$ cat src/pin_mux_pkg.sv
/*
 Constants, register map and carrier types for the port A pin-function
 multiplexer. Assumes a 32-bit AXI4-Lite register bus and one 20 MHz clock.
*/
// Operation
// - Upper register bit 12 picks pin 22: I/O or upper-low byte write strobe.
// - Reserved control bits read back as 0; software writes 0 there.
// - Upper register bit 10 picks pin 21: I/O or high-high column strobe.
// - Upper register bit 8 picks pin 20: I/O or high-low column strobe.
// - Upper bits 7:6 pick pin 19: I/O, bus grant, DMA accept 1, reserved.
// - Upper bits 5:4 pick pin 18: I/O, bus request in, DMA accept 0, reserved.
// - Upper register bit 2 picks pin 17: I/O or wait request input.
// - Upper register bit 0 picks pin 16: I/O or address hold strobe.
// - Single chip mode keeps bus control and DMA accept pins as plain I/O.
// - ROM-invalid mode drives read, write strobes, chip selects 0/1 regardless.
// - Two lower control registers, 16 bits, read/write: pins 15-8 and 7-0.
// - Power-on: pins 15-8 register 4000 extended, 0000 single chip; 7-0 is 0000.
// - Manual, watchdog reset, standby, sleep leave lower control registers alone.
// - Pins 15-8 bit 14 picks pin 15: I/O or clock out; 1 after extended reset.
// - Pins 15-8 bit 12 picks pin 14: I/O or read strobe.
// - Pins 15-8 bit 10 picks pin 13: I/O or upper-half write strobe.
// - Pins 15-8 bit 8 picks pin 12: I/O or lower-half write strobe.
// - Pins 15-8 bit 6 picks pin 11: I/O or chip select 1.
// - Pins 15-8 bit 4 picks pin 10: I/O or chip select 0.
// - Pins 15-8 bits 3:2 pick pin 9: I/O, timer clock D, interrupt 3, reserved.
// - Pins 15-8 bits 1:0 pick pin 8: I/O, timer clock C, interrupt 2, reserved.
// - In I/O function the direction bit sets the pin: 1 output, 0 input.
// - Upper register loads 0000 at power-on and keeps contents otherwise.
package pin_mux_pkg;
    // Byte offsets on the register bus
    localparam logic [7:0] OFF_UPPER_CTRL = 8'h00;
    localparam logic [7:0] OFF_MID_CTRL = 8'h04;
    localparam logic [7:0] OFF_LOW_CTRL = 8'h08;
    localparam logic [7:0] OFF_UPPER_DIR = 8'h0c;
    localparam logic [7:0] OFF_LOWER_DIR = 8'h10;
    localparam logic [7:0] OFF_DATA_LATCH = 8'h14;
    localparam logic [7:0] OFF_PIN_LEVEL = 8'h18;
    localparam logic [7:0] OFF_MODE_STATUS = 8'h1c;

    // Writable-bit masks, reserved bits stay zero
    localparam logic [15:0] UPPER_CTRL_MASK = 16'h15f5;
    localparam logic [15:0] MID_CTRL_MASK = 16'h555f;
    localparam logic [15:0] LOW_CTRL_MASK = 16'hfd75;
    localparam logic [15:0] UPPER_DIR_MASK = 16'h00ff;
    localparam logic [22:0] DATA_LATCH_MASK = 23'h7fff00;

    // Power-on values
    localparam logic [15:0] UPPER_CTRL_RST = 16'h0000;
    localparam logic [15:0] MID_CTRL_RST_EXT = 16'h4000;
    localparam logic [15:0] MID_CTRL_RST_SC = 16'h0000;
    localparam logic [15:0] LOW_CTRL_RST = 16'h0000;

    // Field positions, upper register
    localparam int P22_BIT = 12;
    localparam int P21_BIT = 10;
    localparam int P20_BIT = 8;
    localparam int P19_LSB = 6;
    localparam int P18_LSB = 4;
    localparam int P17_BIT = 2;
    localparam int P16_BIT = 0;
    // Field positions, pins 15 to 8 register
    localparam int P15_BIT = 14;
    localparam int P14_BIT = 12;
    localparam int P13_BIT = 10;
    localparam int P12_BIT = 8;
    localparam int P11_BIT = 6;
    localparam int P10_BIT = 4;
    localparam int P9_LSB = 2;
    localparam int P8_LSB = 0;

    // Two-bit selector codes
    localparam logic [1:0] SEL_IO = 2'h0;
    localparam logic [1:0] SEL_FN_A = 2'h1;
    localparam logic [1:0] SEL_FN_B = 2'h2;

    // Strap settling cycles before the power-on load
    localparam logic [1:0] STRAP_SETTLE = 2'h3;

    // AXI responses
    localparam logic [1:0] RESP_OKAY = 2'h0;
    localparam logic [1:0] RESP_SLVERR = 2'h2;

    // Outgoing function levels from the bus and DMA controllers
    typedef struct packed {
        logic upper_low_byte_write_strobe;
        logic column_strobe_high_high;
        logic column_strobe_high_low;
        logic bus_grant_ack;
        logic dma_request_accepted_1;
        logic dma_request_accepted_0;
        logic address_hold_strobe;
        logic system_clock;
        logic read_strobe;
        logic upper_half_write_strobe;
        logic lower_half_write_strobe;
        logic chip_select_1;
        logic chip_select_0;
    } fn_out_s;

    // Incoming function levels handed to peripherals
    typedef struct packed {
        logic bus_request_in;
        logic wait_request;
        logic timer_ext_clock_d;
        logic timer_ext_clock_c;
        logic external_interrupt_3;
        logic external_interrupt_2;
    } fn_in_s;

    // Idle levels when a peripheral input is not routed (bus inputs active low)
    localparam fn_in_s FN_IN_IDLE = 6'b110000;

    typedef enum logic [2:0] {
        ST_SETTLE = 3'b001,
        ST_LOAD = 3'b010,
        ST_RUN = 3'b100
    } init_state_e;
endpackage

$ cat src/port_a_pin_function_select.sv
/*
 Port A pin-function multiplexer for pins 8 to 22 with its control,
 direction and data registers on an AXI4-Lite slave. Assumes rst_n is the
 external power-on reset; other reset sources never reach this block, and
 mode straps and pins are asynchronous and synchronised here.
*/
// The implementer's own choices: the register addresses and the AXI4-Lite interface to the registers.
`timescale 1ns/10ps
module port_a_pin_function_select
    import pin_mux_pkg::*;
#(
    parameter int PIN_LO = 8,
    parameter int PIN_HI = 22
) (
    // Clock and power-on reset
    input wire logic clk,
    input wire logic rst_n,
    // Mode straps
    input wire logic mode_single_chip,
    input wire logic mode_rom_invalid,
    // AXI4-Lite slave
    input wire logic [7:0] s_axi_awaddr,
    input wire logic s_axi_awvalid,
    output logic s_axi_awready,
    input wire logic [31:0] s_axi_wdata,
    input wire logic [3:0] s_axi_wstrb,
    input wire logic s_axi_wvalid,
    output logic s_axi_wready,
    output logic [1:0] s_axi_bresp,
    output logic s_axi_bvalid,
    input wire logic s_axi_bready,
    input wire logic [7:0] s_axi_araddr,
    input wire logic s_axi_arvalid,
    output logic s_axi_arready,
    output logic [31:0] s_axi_rdata,
    output logic [1:0] s_axi_rresp,
    output logic s_axi_rvalid,
    input wire logic s_axi_rready,
    // Peripheral side
    input wire fn_out_s fn_out,
    output fn_in_s fn_in,
    // Pins
    input wire logic [PIN_HI:PIN_LO] pin_in,
    output logic [PIN_HI:PIN_LO] pin_out,
    output logic [PIN_HI:PIN_LO] pin_oe
);

    logic [15:0] upper_ctrl_r;
    logic [15:0] mid_ctrl_r;
    logic [15:0] low_ctrl_r;
    logic [15:0] upper_dir_r;
    logic [15:0] lower_dir_r;
    logic [22:0] data_latch_r;
    logic [PIN_HI:PIN_LO] pin_meta_r;
    logic [PIN_HI:PIN_LO] pin_sync_r;
    logic [1:0] mode_meta_r;
    logic [1:0] mode_sync_r;
    logic [1:0] settle_r;
    init_state_e init_r;
    logic [7:0] awaddr_r;
    logic [31:0] wdata_r;
    logic [3:0] wstrb_r;
    logic aw_held;
    logic w_held;
    logic do_write;
    logic [31:0] rd_word;
    logic rd_hit;
    logic single_chip;
    logic rom_invalid;
    logic [PIN_HI:PIN_LO] drive_fn;
    logic [PIN_HI:PIN_LO] take_fn;
    logic [PIN_HI:PIN_LO] drive_val;
    logic [PIN_HI:PIN_LO] io_dir;
    logic [1:0] sel19;
    logic [1:0] sel18;
    logic [1:0] sel9;
    logic [1:0] sel8;

    // Merge a bus write into a register under byte strobes and a write mask
    function automatic logic [31:0] merge(input logic [31:0] old, input logic [31:0] wd,
                                          input logic [3:0] be, input logic [31:0] mask);
        logic [31:0] res;
        res = old;
        for (int b = 0; b < 4; b++) begin
            if (be[b]) begin
                res[b*8 +: 8] = wd[b*8 +: 8];
            end
        end
        return res & mask;
    endfunction

    // Two-flop synchronisers for pins and straps
    always_ff @(posedge clk or negedge rst_n) begin
        if (!rst_n) begin
            pin_meta_r <= '0;
            pin_sync_r <= '0;
            mode_meta_r <= '0;
            mode_sync_r <= '0;
        end else begin
            pin_meta_r <= pin_in;
            pin_sync_r <= pin_meta_r;
            mode_meta_r <= {mode_rom_invalid, mode_single_chip};
            mode_sync_r <= mode_meta_r;
        end
    end

    assign single_chip = mode_sync_r[0];
    assign rom_invalid = mode_sync_r[1];

    // Strap capture: wait for the synchronisers to fill, then load once
    always_ff @(posedge clk or negedge rst_n) begin
        if (!rst_n) begin
            init_r <= ST_SETTLE;
            settle_r <= '0;
        end else begin
            case (init_r)
                ST_SETTLE: begin
                    settle_r <= settle_r + 2'h1;
                    if (settle_r == STRAP_SETTLE - 2'h1) begin
                        init_r <= ST_LOAD;
                    end
                end
                ST_LOAD: init_r <= ST_RUN;
                ST_RUN: init_r <= ST_RUN;
                default: init_r <= ST_SETTLE;
            endcase
        end
    end

    assign aw_held = !s_axi_awready && (init_r == ST_RUN);
    assign w_held = !s_axi_wready && (init_r == ST_RUN);
    assign do_write = aw_held && w_held && !s_axi_bvalid;

    // Write channels: address and data taken in either order, then one response
    always_ff @(posedge clk or negedge rst_n) begin
        if (!rst_n) begin
            s_axi_awready <= 1'b0;
            s_axi_wready <= 1'b0;
            s_axi_bvalid <= 1'b0;
            s_axi_bresp <= RESP_OKAY;
            awaddr_r <= '0;
            wdata_r <= '0;
            wstrb_r <= '0;
        end else if (init_r == ST_LOAD) begin
            s_axi_awready <= 1'b1;
            s_axi_wready <= 1'b1;
        end else begin
            if (s_axi_awvalid && s_axi_awready) begin
                awaddr_r <= s_axi_awaddr;
                s_axi_awready <= 1'b0;
            end
            if (s_axi_wvalid && s_axi_wready) begin
                wdata_r <= s_axi_wdata;
                wstrb_r <= s_axi_wstrb;
                s_axi_wready <= 1'b0;
            end
            if (do_write) begin
                s_axi_bvalid <= 1'b1;
                s_axi_bresp <= (awaddr_r[7:2] <= OFF_LOWER_DIR[7:2] + 6'h1) ? RESP_OKAY : RESP_SLVERR;
            end
            if (s_axi_bvalid && s_axi_bready) begin
                s_axi_bvalid <= 1'b0;
                s_axi_awready <= 1'b1;
                s_axi_wready <= 1'b1;
            end
        end
    end

    // Control registers; only power-on reset clears them, nothing else does
    always_ff @(posedge clk or negedge rst_n) begin
        if (!rst_n) begin
            upper_ctrl_r <= UPPER_CTRL_RST;
            mid_ctrl_r <= MID_CTRL_RST_SC;
            low_ctrl_r <= LOW_CTRL_RST;
        end else if (init_r == ST_LOAD) begin
            mid_ctrl_r <= single_chip ? MID_CTRL_RST_SC : MID_CTRL_RST_EXT;
        end else if (do_write) begin
            // Masks keep reserved bits at zero whatever is written
            case (awaddr_r)
                OFF_UPPER_CTRL: upper_ctrl_r <= 16'(merge({16'h0, upper_ctrl_r}, wdata_r, wstrb_r,
                                                     {16'h0, UPPER_CTRL_MASK}));
                OFF_MID_CTRL: mid_ctrl_r <= 16'(merge({16'h0, mid_ctrl_r}, wdata_r, wstrb_r,
                                                 {16'h0, MID_CTRL_MASK}));
                OFF_LOW_CTRL: low_ctrl_r <= 16'(merge({16'h0, low_ctrl_r}, wdata_r, wstrb_r,
                                                 {16'h0, LOW_CTRL_MASK}));
                default: ;
            endcase
        end
    end
    // Standby, sleep and the soft resets have no path into the block at all.

    // Direction and data latch registers
    always_ff @(posedge clk or negedge rst_n) begin
        if (!rst_n) begin
            upper_dir_r <= '0;
            lower_dir_r <= '0;
            data_latch_r <= '0;
        end else if (do_write) begin
            case (awaddr_r)
                OFF_UPPER_DIR: upper_dir_r <= 16'(merge({16'h0, upper_dir_r}, wdata_r, wstrb_r,
                                                   {16'h0, UPPER_DIR_MASK}));
                OFF_LOWER_DIR: lower_dir_r <= 16'(merge({16'h0, lower_dir_r}, wdata_r, wstrb_r,
                                                   32'h0000ffff));
                OFF_DATA_LATCH: data_latch_r <= 23'(merge({9'h0, data_latch_r}, wdata_r, wstrb_r,
                                                     {9'h0, DATA_LATCH_MASK}));
                default: ;
            endcase
        end
    end

    // Read decode
    always_comb begin
        rd_word = '0;
        rd_hit = 1'b1;
        case (s_axi_araddr)
            OFF_UPPER_CTRL: rd_word = {16'h0, upper_ctrl_r};
            OFF_MID_CTRL: rd_word = {16'h0, mid_ctrl_r};
            OFF_LOW_CTRL: rd_word = {16'h0, low_ctrl_r};
            OFF_UPPER_DIR: rd_word = {16'h0, upper_dir_r};
            OFF_LOWER_DIR: rd_word = {16'h0, lower_dir_r};
            OFF_DATA_LATCH: rd_word = {9'h0, data_latch_r};
            OFF_PIN_LEVEL: rd_word = {9'h0, pin_sync_r, 8'h0};
            OFF_MODE_STATUS: rd_word = {29'h0, !single_chip, rom_invalid, single_chip};
            default: rd_hit = 1'b0;
        endcase
    end

    // Read channel: one read in flight, answered the cycle after it is taken
    always_ff @(posedge clk or negedge rst_n) begin
        if (!rst_n) begin
            s_axi_arready <= 1'b0;
            s_axi_rvalid <= 1'b0;
            s_axi_rdata <= '0;
            s_axi_rresp <= RESP_OKAY;
        end else if (init_r == ST_LOAD) begin
            s_axi_arready <= 1'b1;
        end else if (s_axi_arvalid && s_axi_arready) begin
            s_axi_arready <= 1'b0;
            s_axi_rvalid <= 1'b1;
            s_axi_rdata <= rd_word;
            s_axi_rresp <= rd_hit ? RESP_OKAY : RESP_SLVERR;
        end else if (s_axi_rvalid && s_axi_rready) begin
            s_axi_rvalid <= 1'b0;
            s_axi_arready <= 1'b1;
        end
    end

    assign sel19 = upper_ctrl_r[P19_LSB +: 2];
    assign sel18 = upper_ctrl_r[P18_LSB +: 2];
    assign sel9 = mid_ctrl_r[P9_LSB +: 2];
    assign sel8 = mid_ctrl_r[P8_LSB +: 2];

    // Effective function per pin after mode overrides
    always_comb begin
        drive_fn = '0;
        take_fn = '0;
        drive_val = '0;
        // Bus strobes are withheld in single chip mode; read, write strobes and chip selects are forced when ROM is invalid
        if ((upper_ctrl_r[P22_BIT] && !single_chip) || rom_invalid) begin
            drive_fn[22] = 1'b1;
            drive_val[22] = fn_out.upper_low_byte_write_strobe;
        end
        if (upper_ctrl_r[P21_BIT] && !single_chip) begin
            drive_fn[21] = 1'b1;
            drive_val[21] = fn_out.column_strobe_high_high;
        end
        if (upper_ctrl_r[P20_BIT] && !single_chip) begin
            drive_fn[20] = 1'b1;
            drive_val[20] = fn_out.column_strobe_high_low;
        end
        if (!single_chip) begin
            case (sel19)
                SEL_FN_A: begin
                    drive_fn[19] = 1'b1;
                    drive_val[19] = fn_out.bus_grant_ack;
                end
                SEL_FN_B: begin
                    drive_fn[19] = 1'b1;
                    drive_val[19] = fn_out.dma_request_accepted_1;
                end
                default: ;
            endcase
            case (sel18)
                SEL_FN_A: take_fn[18] = 1'b1;
                SEL_FN_B: begin
                    drive_fn[18] = 1'b1;
                    drive_val[18] = fn_out.dma_request_accepted_0;
                end
                default: ;
            endcase
            take_fn[17] = upper_ctrl_r[P17_BIT];
            if (upper_ctrl_r[P16_BIT]) begin
                drive_fn[16] = 1'b1;
                drive_val[16] = fn_out.address_hold_strobe;
            end
        end
        if (mid_ctrl_r[P15_BIT]) begin
            drive_fn[15] = 1'b1;
            drive_val[15] = fn_out.system_clock;
        end
        if ((mid_ctrl_r[P14_BIT] && !single_chip) || rom_invalid) begin
            drive_fn[14] = 1'b1;
            drive_val[14] = fn_out.read_strobe;
        end
        if ((mid_ctrl_r[P13_BIT] && !single_chip) || rom_invalid) begin
            drive_fn[13] = 1'b1;
            drive_val[13] = fn_out.upper_half_write_strobe;
        end
        if ((mid_ctrl_r[P12_BIT] && !single_chip) || rom_invalid) begin
            drive_fn[12] = 1'b1;
            drive_val[12] = fn_out.lower_half_write_strobe;
        end
        if ((mid_ctrl_r[P11_BIT] && !single_chip) || rom_invalid) begin
            drive_fn[11] = 1'b1;
            drive_val[11] = fn_out.chip_select_1;
        end
        if ((mid_ctrl_r[P10_BIT] && !single_chip) || rom_invalid) begin
            drive_fn[10] = 1'b1;
            drive_val[10] = fn_out.chip_select_0;
        end
        // Reserved code 11 falls through to plain I/O
        take_fn[9] = (sel9 == SEL_FN_A) || (sel9 == SEL_FN_B);
        take_fn[8] = (sel8 == SEL_FN_A) || (sel8 == SEL_FN_B);
    end

    assign io_dir = {upper_dir_r[6:0], lower_dir_r[15:8]};

    // Pin drivers; peripheral inputs never enable the pad driver
    always_ff @(posedge clk or negedge rst_n) begin
        if (!rst_n) begin
            pin_out <= '0;
            pin_oe <= '0;
        end else begin
            pin_oe <= drive_fn | (~drive_fn & ~take_fn & io_dir);
            pin_out <= (drive_fn & drive_val) | (~drive_fn & data_latch_r[PIN_HI:PIN_LO]);
        end
    end

    // Peripheral inputs, idle level when not routed
    always_ff @(posedge clk or negedge rst_n) begin
        if (!rst_n) begin
            fn_in <= FN_IN_IDLE;
        end else begin
            fn_in.bus_request_in <= take_fn[18] ? pin_sync_r[18] : FN_IN_IDLE.bus_request_in;
            fn_in.wait_request <= take_fn[17] ? pin_sync_r[17] : FN_IN_IDLE.wait_request;
            fn_in.timer_ext_clock_d <= (sel9 == SEL_FN_A) && pin_sync_r[9];
            fn_in.external_interrupt_3 <= (sel9 == SEL_FN_B) && pin_sync_r[9];
            fn_in.timer_ext_clock_c <= (sel8 == SEL_FN_A) && pin_sync_r[8];
            fn_in.external_interrupt_2 <= (sel8 == SEL_FN_B) && pin_sync_r[8];
        end
    end

endmodule // port_a_pin_function_select

$ cat config.mk
export PLATFORM = sky130hd
export DESIGN_NAME = port_a_pin_function_select
export DESIGN_NICKNAME = d
export VERILOG_FILES = /design/src/pin_mux_pkg.sv /design/src/port_a_pin_function_select.sv
export SDC_FILE = /design/constraint.sdc
export NUM_CORES = 1
export LEC_CHECK = 0
export BUFFER_PORTS_ARGS = -buffer_cell sky130_fd_sc_hd__buf_2
export CAP_MARGIN = 20
export CELL_PAD_IN_SITES_DETAIL_PLACEMENT = 1
export CELL_PAD_IN_SITES_GLOBAL_PLACEMENT = 1
export CORE_MARGIN = 2
export CORE_UTILIZATION = 48
export CTS_CLUSTER_SIZE = 40
export DETAILED_ROUTE_END_ITERATION = 8
export GPL_TIMING_DRIVEN = 0
export PLACE_DENSITY_LB_ADDON = 0.1
export SYNTH_ARGS = -nofsm -noshare
export SYNTH_HDL_FRONTEND = slang
export SYNTH_SLANG_ARGS = --single-unit
$ cat constraint.sdc
create_clock -name clk -period 5.2 [get_ports clk]
set_clock_uncertainty 0.05 [all_clocks]
set_input_delay 0.26 -clock clk [delete_from_list [all_inputs] [get_ports clk]]
set_output_delay 0.26 -clock clk [all_outputs]
set_load 0.1 [all_outputs]
==> results of run 1 <==
metal layers:
metal | track usage | up-vias
li1 | - | 2697
met2 | 0.477 | 204
met3 | 0.0433 | 50
met1 | 0.356 | 3190
met5 | 0 | -
met4 | 0.0839 | 0
flip-flops by register name, summed over array words and instances, names as in the netlist, 9 cells and up:
signal	count
lower_dir_r	16
wdata_r	23
pin_oe	15
s_axi_rdata	23
pin_sync_r	15
pin_out	15
low_ctrl_r	12
upper_ctrl_r	9
mid_ctrl_r	10
pin_meta_r	15
data_latch_r	15
cell usage after synthesis, types with 6 or more instances:
master	number
clkbuf_1	21
ha_1	7
mux2i_1	23
a22oi_1	11
dfrtp_1	206
nand2b_1	9
nor3_1	6
nor2b_1	9
nor2_1	23
inv_1	22
nand2_1	49
a21oi_1	21
and2_1	9
mux2_4	8
mux2_2	91
o21ai_0	32
buf_4	11
per-stage QoR:
step,worst slack [ps],util,hold slack (ps),power [W]
global route,2330,0.634,61.2,0.00526
floorplan,2710,-,-85.6,0.00304
CTS,2470,0.634,41.2,0.00506
global placement,484,0.549,281,0.00332
finish,2450,0.634,56.2,0.00505
detailed placement,2460,0.551,256,0.00339
worst register-to-register path: stages (launching register included):
cell and delay, ps:
dfstp_2 570, or3b_2 150, clkbuf_1 490, nor4b_2 630, nand2_1 450, o21ai_0 310
layout make-up:
type | count | area, µm² | share of cell area
timing repair buffer | 212 | 1430 | 0.131
tap | 225 | 282 | 0.0258
buffer | 37 | 190 | 0.0174
multi-input combinational | 377 | 2950 | 0.270
inverter | 23 | 86.3 | 0.00790
sequential | 209 | 5230 | 0.479
clock inverter | 5 | 52.6 | 0.00481
clock buffer | 35 | 701 | 0.0641
how the worst min path moves through the flow:
stage / startpoint / cells past startpoint / endpoint / slack [ps]
floorplan: rst_n / 0 / awaddr_r[0]$_DFFE_PN0P_ / -90
CTS: fn_out[8] / 3 / pin_out[19]$_DFF_PN0_ / 40
detailed placement: rst_n / 1 / pin_out[14]$_DFF_PN0_ / 260
global route: s_axi_araddr[6] / 3 / s_axi_rresp[1]$_DFFE_PN0P_ / 60
global placement: pin_meta_r[22]$_DFF_PN0_ / 0 / pin_sync_r[22]$_DFF_PN0_ / 280
finish: fn_out[8] / 3 / pin_out[19]$_DFF_PN0_ / 60
what timing repair did:
item,in CTS,in global routing
endpoints found under the hold margin,147,0
setup endpoints to repair,0,0
hold buffers,68,0
cell usage in the layout, fill, tap and decap left out, types with 3 or more instances in the layout:
cell type / n
nor3_1: 6
and3_1: 5
mux2i_1: 23
nor3b_1: 3
dfstp_2: 3
clkbuf_8: 8
dfrtp_1: 206
buf_2: 144
and2_1: 9
buf_4: 11
a21oi_1: 21
nor2b_1: 9
a21o_1: 4
ha_1: 7
clkinv_2: 3
nand2_1: 49
conb_1: 11
or2_2: 5
o211ai_1: 3
a22o_1: 5
a32oi_1: 4
mux4_2: 3
nand4_1: 4
mux2_4: 8
nand2b_1: 9
nor2_1: 23
clkbuf_16: 23
a22oi_1: 11
o21ai_0: 32
dlygate4sd3_1: 68
inv_1: 22
mux2_2: 91
clkbuf_1: 25
logic make-up after synthesis:
family | Yosys count
flops | 209
simple gates | 140
mux | 125
compound gates | 92
buf+inv | 60
fa+ha+maj | 7
xor+xnor | 2
other cells | 1
power by group through the flow:
stage	Clock [W]	Combinational, W	Sequential, W
5_1_grt	0.00170	0.00137	0.00219
2_1_floorplan	0	0.000472	0.00256
3_5_place_dp	0	0.00123	0.00216
6_report	0.00161	0.00129	0.00215
4_1_cts	0.00163	0.00129	0.00214
3_3_place_gp	0	0.00119	0.00213
==> key figures, run 1 <==
CTS
  • CTS tree: yes
  • Worst-path clk slew: about 60 ps
  • Post-CTS Setup Inserts: 0
  • H-tree levels: 1
  • # resized after CTS: 0
  • Clock tree root driver cell: clkbuf_16
  • Worst-Skew Late Latency: just over 500 ps
  • Clock buffer depth: 3
  • Clock Sinks: about 210
  • Cts bufs inserted: 22

Setup path
  • Crit-path cells: or3b_2 -> clkbuf_1 -> nor4b_2 -> nand2_1 -> o21ai_0
  • Stages on the worst setup path: 5
  • Worst Path Buf+Inv: 1
  • Maximum fanout along the worst path: 10
  • CP startpoint: init_r[0]$_DFFE_PN1P_
  • Setup CP Type: reg2reg
  • Reg2reg end: s_axi_rdata[20]$_DFFE_PN0P_
  • Reg-to-reg slack, setup: about 2500 ps
  • Slowest Stage Delay on Critical Path: between 600 and 700 ps
  • CP max stage cell: nor4b_2
  • Startpoint types: register
  • Req. time, crit path: between 5000 and 6000 ps
  • Kind of end point of the critical path: register
  • RR Startpoint: init_r[0]$_DFFE_PN1P_
  • CP Capture Point: s_axi_rdata[20]$_DFFE_PN0P_
  • Crit path arrival time: a little over 3000 ps
  • Crit-path leading delay family: simple AND/OR/NAND/NOR gates
  • Worst Reg-to-Reg Cells: 5

STA
  • RSZ-0062 raised after global routing: no
  • Fin. Hold Viols: 0
  • Worst-Margin Slew: about 1100 ps
  • Setup TNS: 0 ps
  • Peak Freq: 364 MHz
  • Min Tclk post-route: ~2700 ps
  • Max Slew Vio Count: 0
  • Worst slew margin: 0.295
  • Setup violations, final: 0
  • Tcrit/Tclk final: 0.528

Floorplan
  • Rows: between 40 and 50
  • DIE AREA: approximately 19,000 µm²
  • Core Region: 17,200 µm²
  • # IOs: ~170
  • Die X: around 140 µm
  • Chip height: ~140 µm
  • Initial Util: 0.489

Power and ir drop
  • Pint: ~0.0032 W
  • Clock Power Share: 0.319
  • Leak Pwr: between 5 and 6 nW
  • Power Dens Cells: around 460 nW/µm²
  • Comb pwr share: 0.255
  • Switching Fraction: 0.358
  • Net Switching: between 0.0015 and 0.002 W
  • Worst VDD drop: 367 µV
  • Share of power burned in registers: 0.426

Global routing
  • GRT Util Overall: 0.275
  • Largest net degree at the start of global routing: about 130
  • Vias in the first global route: between 6,000 and 7,000
  • First-pass GRT wire length: just under 40 mm
  • Congestion Overflow GR: 0
  • Initial antenna violation count: 0

Synthesis
  • Post-Synth XOR/XNOR Area: 0.00208
  • Main synth FF type: dfrtp_1
  • Synth Area per Inst: between 10 and 15 µm²
  • Multiplexer area fraction after synthesis: 0.171
  • Mapped Cells: between 600 and 700
  • Sequential fraction of the synthesis area: 0.622
  • Synthesized flop and latch total: roughly 210
  • Post-synth EDFFs: 0
  • Yosys top cell by area: dfrtp_1
  • Post-synthesis adder-cell area fraction: 0.0104
  • Compound-gate portion of the synthesized area: 0.0688
  • Synth area leaders: dfrtp_1, mux2_2, mux2i_1
  • Synthesized area: 8420 µm²
  • Yosys warning total: 0
  • Largest family of logic cells by synthesized area: multiplexers
  • Async SR Flop Fraction: 1.00
  • Count of different cell masters after synthesis: 57
  • Synth top area share: 0.612
  • Post-Synth Simple-Gate Area: 0.0926

Placement
  • Cell Area, Placed: approximately 9500 µm²
  • Post-DP HPWL: 15.9 mm
  • Post-Place Cells: 1,015
  • # port buffers: approximately 140
  • GPL Wtd Cong: roughly 0.82

Detailed routing
  • DR vias/cell: 5.47
  • DR DRC count: 0
  • Via count: a little over 6,000
  • Met3 Routed Length: between 1 and 1.5 mm
  • Routed length per placed instance: 22.0 µm
  • Starting DRC count in detailed routing: 260
  • Pre-antenna DRT Iters: 4
  • DRT antenna net count: 0
  • Top routing layer in use: met4
  • Met1 wire length: 10.1 mm
  • Met2 WL post-DR: approximately 12 mm
  • Routed WL: about 25 mm

Layout
  • # diodes: 0
  • Fillers: 1,740
  • Fin area: 10,900 µm²
  • P&R area growth vs syn: 29.8%
  • Share of layout cells above drive strength 1: 0.350
  • Post-route insts no fill: between 1,000 and 1,500
  • Nets: roughly 980

Job
  • # Max-Cap Violations: 0

Worst hold path
  • Hold Path Class: in2reg

Outcome
  • Outcome: finished clean
No activity file was read; power rests on OpenSTA's default activity.
==> run 2, diff against run 1 <==
--- a/config.mk
+++ b/config.mk
@@ -5,12 +5,13 @@
 export SDC_FILE = /design/constraint.sdc
 export NUM_CORES = 1
 export LEC_CHECK = 0
+export ABC_AREA = 1
 export BUFFER_PORTS_ARGS = -buffer_cell sky130_fd_sc_hd__buf_2
 export CAP_MARGIN = 20
 export CELL_PAD_IN_SITES_DETAIL_PLACEMENT = 1
 export CELL_PAD_IN_SITES_GLOBAL_PLACEMENT = 1
 export CORE_MARGIN = 2
-export CORE_UTILIZATION = 48
+export CORE_UTILIZATION = 38
 export CTS_CLUSTER_SIZE = 40
 export DETAILED_ROUTE_END_ITERATION = 8
 export GPL_TIMING_DRIVEN = 0
==> constraint.sdc (replaced) <==
create_clock -name clk -period 2.3 [get_ports clk]
set_clock_uncertainty 0.05 [all_clocks]
set_input_delay 0.115 -clock clk [delete_from_list [all_inputs] [get_ports clk]]
set_output_delay 0.115 -clock clk [all_outputs]
set_load 0.1 [all_outputs]
==> run 2 against run 1 <==
Compared with the run above: via count rose by 14%; sequential share of layout area fell by 1.3 points; worst hold slack improved by 120 ps; final area rose by 2.8%; largest cell class unchanged.
==> key figures, run 2 <==
Outcome
  • Outcome: finished clean

CTS
  • Clock tree root driver cell: clkbuf_16
  • Clock buffer depth: 3
  • Worst-path clk slew: around 60 ps
  • Clock Sinks: about 210
  • CTS tree: yes
  • # resized after CTS: 0
  • Post-CTS Setup Inserts: 0
  • Cts bufs inserted: 24
  • H-tree levels: 1
  • Hold buffers post-CTS: just under 80
  • Worst-Skew Late Latency: a little over 500 ps

Synthesis
  • Synth top area share: 0.602
  • Synth Area per Inst: 9.50 µm²
  • Post-synth top cells: nand2_1, dfrtp_1, inv_1
  • Count of different cell masters after synthesis: 32
  • Multiplexer area fraction after synthesis: 0.00657
  • Yosys top cell by area: dfrtp_1
  • Count leader, synth: nand2_1
  • Yosys warning total: 0
  • Sequential fraction of the synthesis area: 0.611
  • Post-synthesis adder-cell area fraction: 0.0102
  • Synthesized area: approximately 8600 µm²
  • Post-synth EDFFs: 0
  • Post-Synth XOR/XNOR Area: 0.00102
  • Mapped Cells: 902
  • Async SR Flop Fraction: 1.00
  • Synth area leaders: dfrtp_1, nand2_1, inv_1
  • Post-Synth Simple-Gate Area: 0.197
  • Largest family of logic cells by synthesized area: simple AND/OR/NAND/NOR gates
  • Compound-gate portion of the synthesized area: 0.101
  • Main synth FF type: dfrtp_1
  • Synthesized flop and latch total: ~210

STA
  • Peak Freq: roughly 460 MHz
  • Worst-Margin Slew: roughly 800 ps
  • RSZ-0062 raised after global routing: no
  • Min Hold Slack: around 170 ps
  • Min Tclk post-route: approximately 2200 ps
  • Max Slew Vio Count: 0
  • Setup violations, final: 0
  • Tcrit/Tclk final: 0.953
  • Fin. Hold Viols: 0
  • Worst slew margin: 0.455

Layout
  • # diodes: 0
  • Commonest cells after routing, fill and taps aside: nand2_1, dfrtp_1, buf_2
  • Post-route insts no fill: roughly 1,500
  • Most common cell after layout, fill and taps aside: nand2_1
  • Nets: between 1,000 and 1,500
  • P&R area growth vs syn: 31.2%
  • Fillers: approximately 2,500
  • Share of layout cells above drive strength 1: 0.237
  • Biggest registers after layout: s_axi_rdata: 23 flops, wdata_r: 23 flops, lower_dir_r: 16 flops

Global routing
  • GRT Util Overall: 0.226
  • Initial antenna violation count: 0
  • First-pass GRT wire length: roughly 42 mm
  • Congestion Overflow GR: 0
  • Vias in the first global route: between 7,000 and 8,000
  • Largest net degree at the start of global routing: ~110

Floorplan
  • DIE AREA: ~24,000 µm²
  • # IOs: between 150 and 200
  • Rows: 54
  • Core Region: roughly 22,000 µm²
  • Chip height: 154 µm
  • Die X: ~150 µm
  • Initial Util: 0.390

Power and ir drop
  • Leak Pwr: between 5 and 6 nW
  • Worst VDD drop: about 680 µV
  • Pwr Total: about 0.01 W
  • Power Dens Cells: 899 nW/µm²

Placement
  • GPL Wtd Cong: 0.851
  • # port buffers: around 140
  • Post-Place Cells: around 1,300
  • Post-DP HPWL: between 15 and 20 mm

Detailed routing
  • DR DRC count: 0
  • Routed length per placed instance: approximately 18 µm
  • Starting DRC count in detailed routing: 325
  • Pre-antenna DRT Iters: 4
  • DR vias/cell: about 4.8
  • DRT antenna net count: 0
  • Via count: between 6,000 and 7,000
  • Routed WL: between 20 and 30 mm

Setup path
  • Reg2reg end: s_axi_rdata[6]$_DFFE_PN0P_
  • Setup CP Type: reg2reg
  • CP startpoint: init_r[0]$_DFFE_PN1P_
  • Worst Reg-to-Reg Cells: 7
  • Maximum fanout along the worst path: 10
  • CP Capture Point: s_axi_rdata[6]$_DFFE_PN0P_
  • Startpoint types: register
  • RR Startpoint: init_r[0]$_DFFE_PN1P_
  • Crit path arrival time: between 2000 and 3000 ps
  • Req. time, crit path: 2690 ps
  • Reg-to-reg slack, setup: roughly 110 ps
  • Kind of end point of the critical path: register

Job
  • # Max-Cap Violations: 0

Worst hold path
  • Hold Path Class: in2async
[run 2: final cells by class]
class                   count  area, µm²  share of cell area
clock buffers              35        703              0.0626
clock inverters             9       50.0             0.00445
plain buffers              41        259              0.0230
well taps                 280        350              0.0312
multi-input cells         564       2740               0.244
repair buffers            222       1530               0.136
inverters                  98        368              0.0327
flip-flops and latches    209       5230               0.466
[run 2: layer usage]
metal	vias to the layer above	routed length [µm]	GRT usage
met5	-	0	0
met4	0	523	0.0521
li1	3369	-	-
met2	160	12800	0.394
met1	3417	12000	0.305
met3	34	877	0.0265
[run 2: worst max-delay path, stage by stage (launching register included)]
cell	delay, ps
dfstp_2	540
inv_1	60
nand3_1	140
nand2_1	310
inv_1	290
buf_2	330
o21ai_0	270
nand2_1	110
[run 2: worst min-delay path by stage]
| stage | start | to | cells past startpoint | slack, ps |
|---|---|---|---|---|
| finish | rst_n | pin_meta_r[9]$_DFF_PN0_ | 2 | 170 |
| global route | mode_single_chip | mode_meta_r[0]$_DFF_PN0_ | 2 | 190 |
| global placement | mode_single_chip | mode_meta_r[0]$_DFF_PN0_ | 1 | 170 |
| detailed placement | rst_n | pin_meta_r[9]$_DFF_PN0_ | 1 | 170 |
| floorplan | rst_n | awaddr_r[0]$_DFFE_PN0P_ | 0 | -230 |
| CTS | pin_in[9] | pin_meta_r[9]$_DFF_PN0_ | 2 | 170 |
[run 2: through the flow]
stage	instance area, µm²	util	setup TNS (ps)	setup slack, ps
6_report	11200	0.512	0	108
5_1_grt	11200	0.512	0	1.45
4_1_cts	11200	0.512	0	100
3_5_place_dp	9710	0.442	0	124
3_3_place_gp	9680	0.441	-536160	-2610
2_1_floorplan	8600	-	0	335
[run 2: where the power goes]
group | internal, W | total (W) | switching, W
logic | 0.000512 | 0.00214 | 0.00162
registers | 0.00411 | 0.00434 | 0.000230
clock network | 0.00212 | 0.00364 | 0.00152
[run 2: cells by family after synthesis]
logic type,after synthesis
other,1
buffers and inverters,139
xor gates and xnor gates,1
AOI/OAI and AO/OA,149
adders and majority gates,7
and+or+nand+nor,391
muxes,5
DFF,209
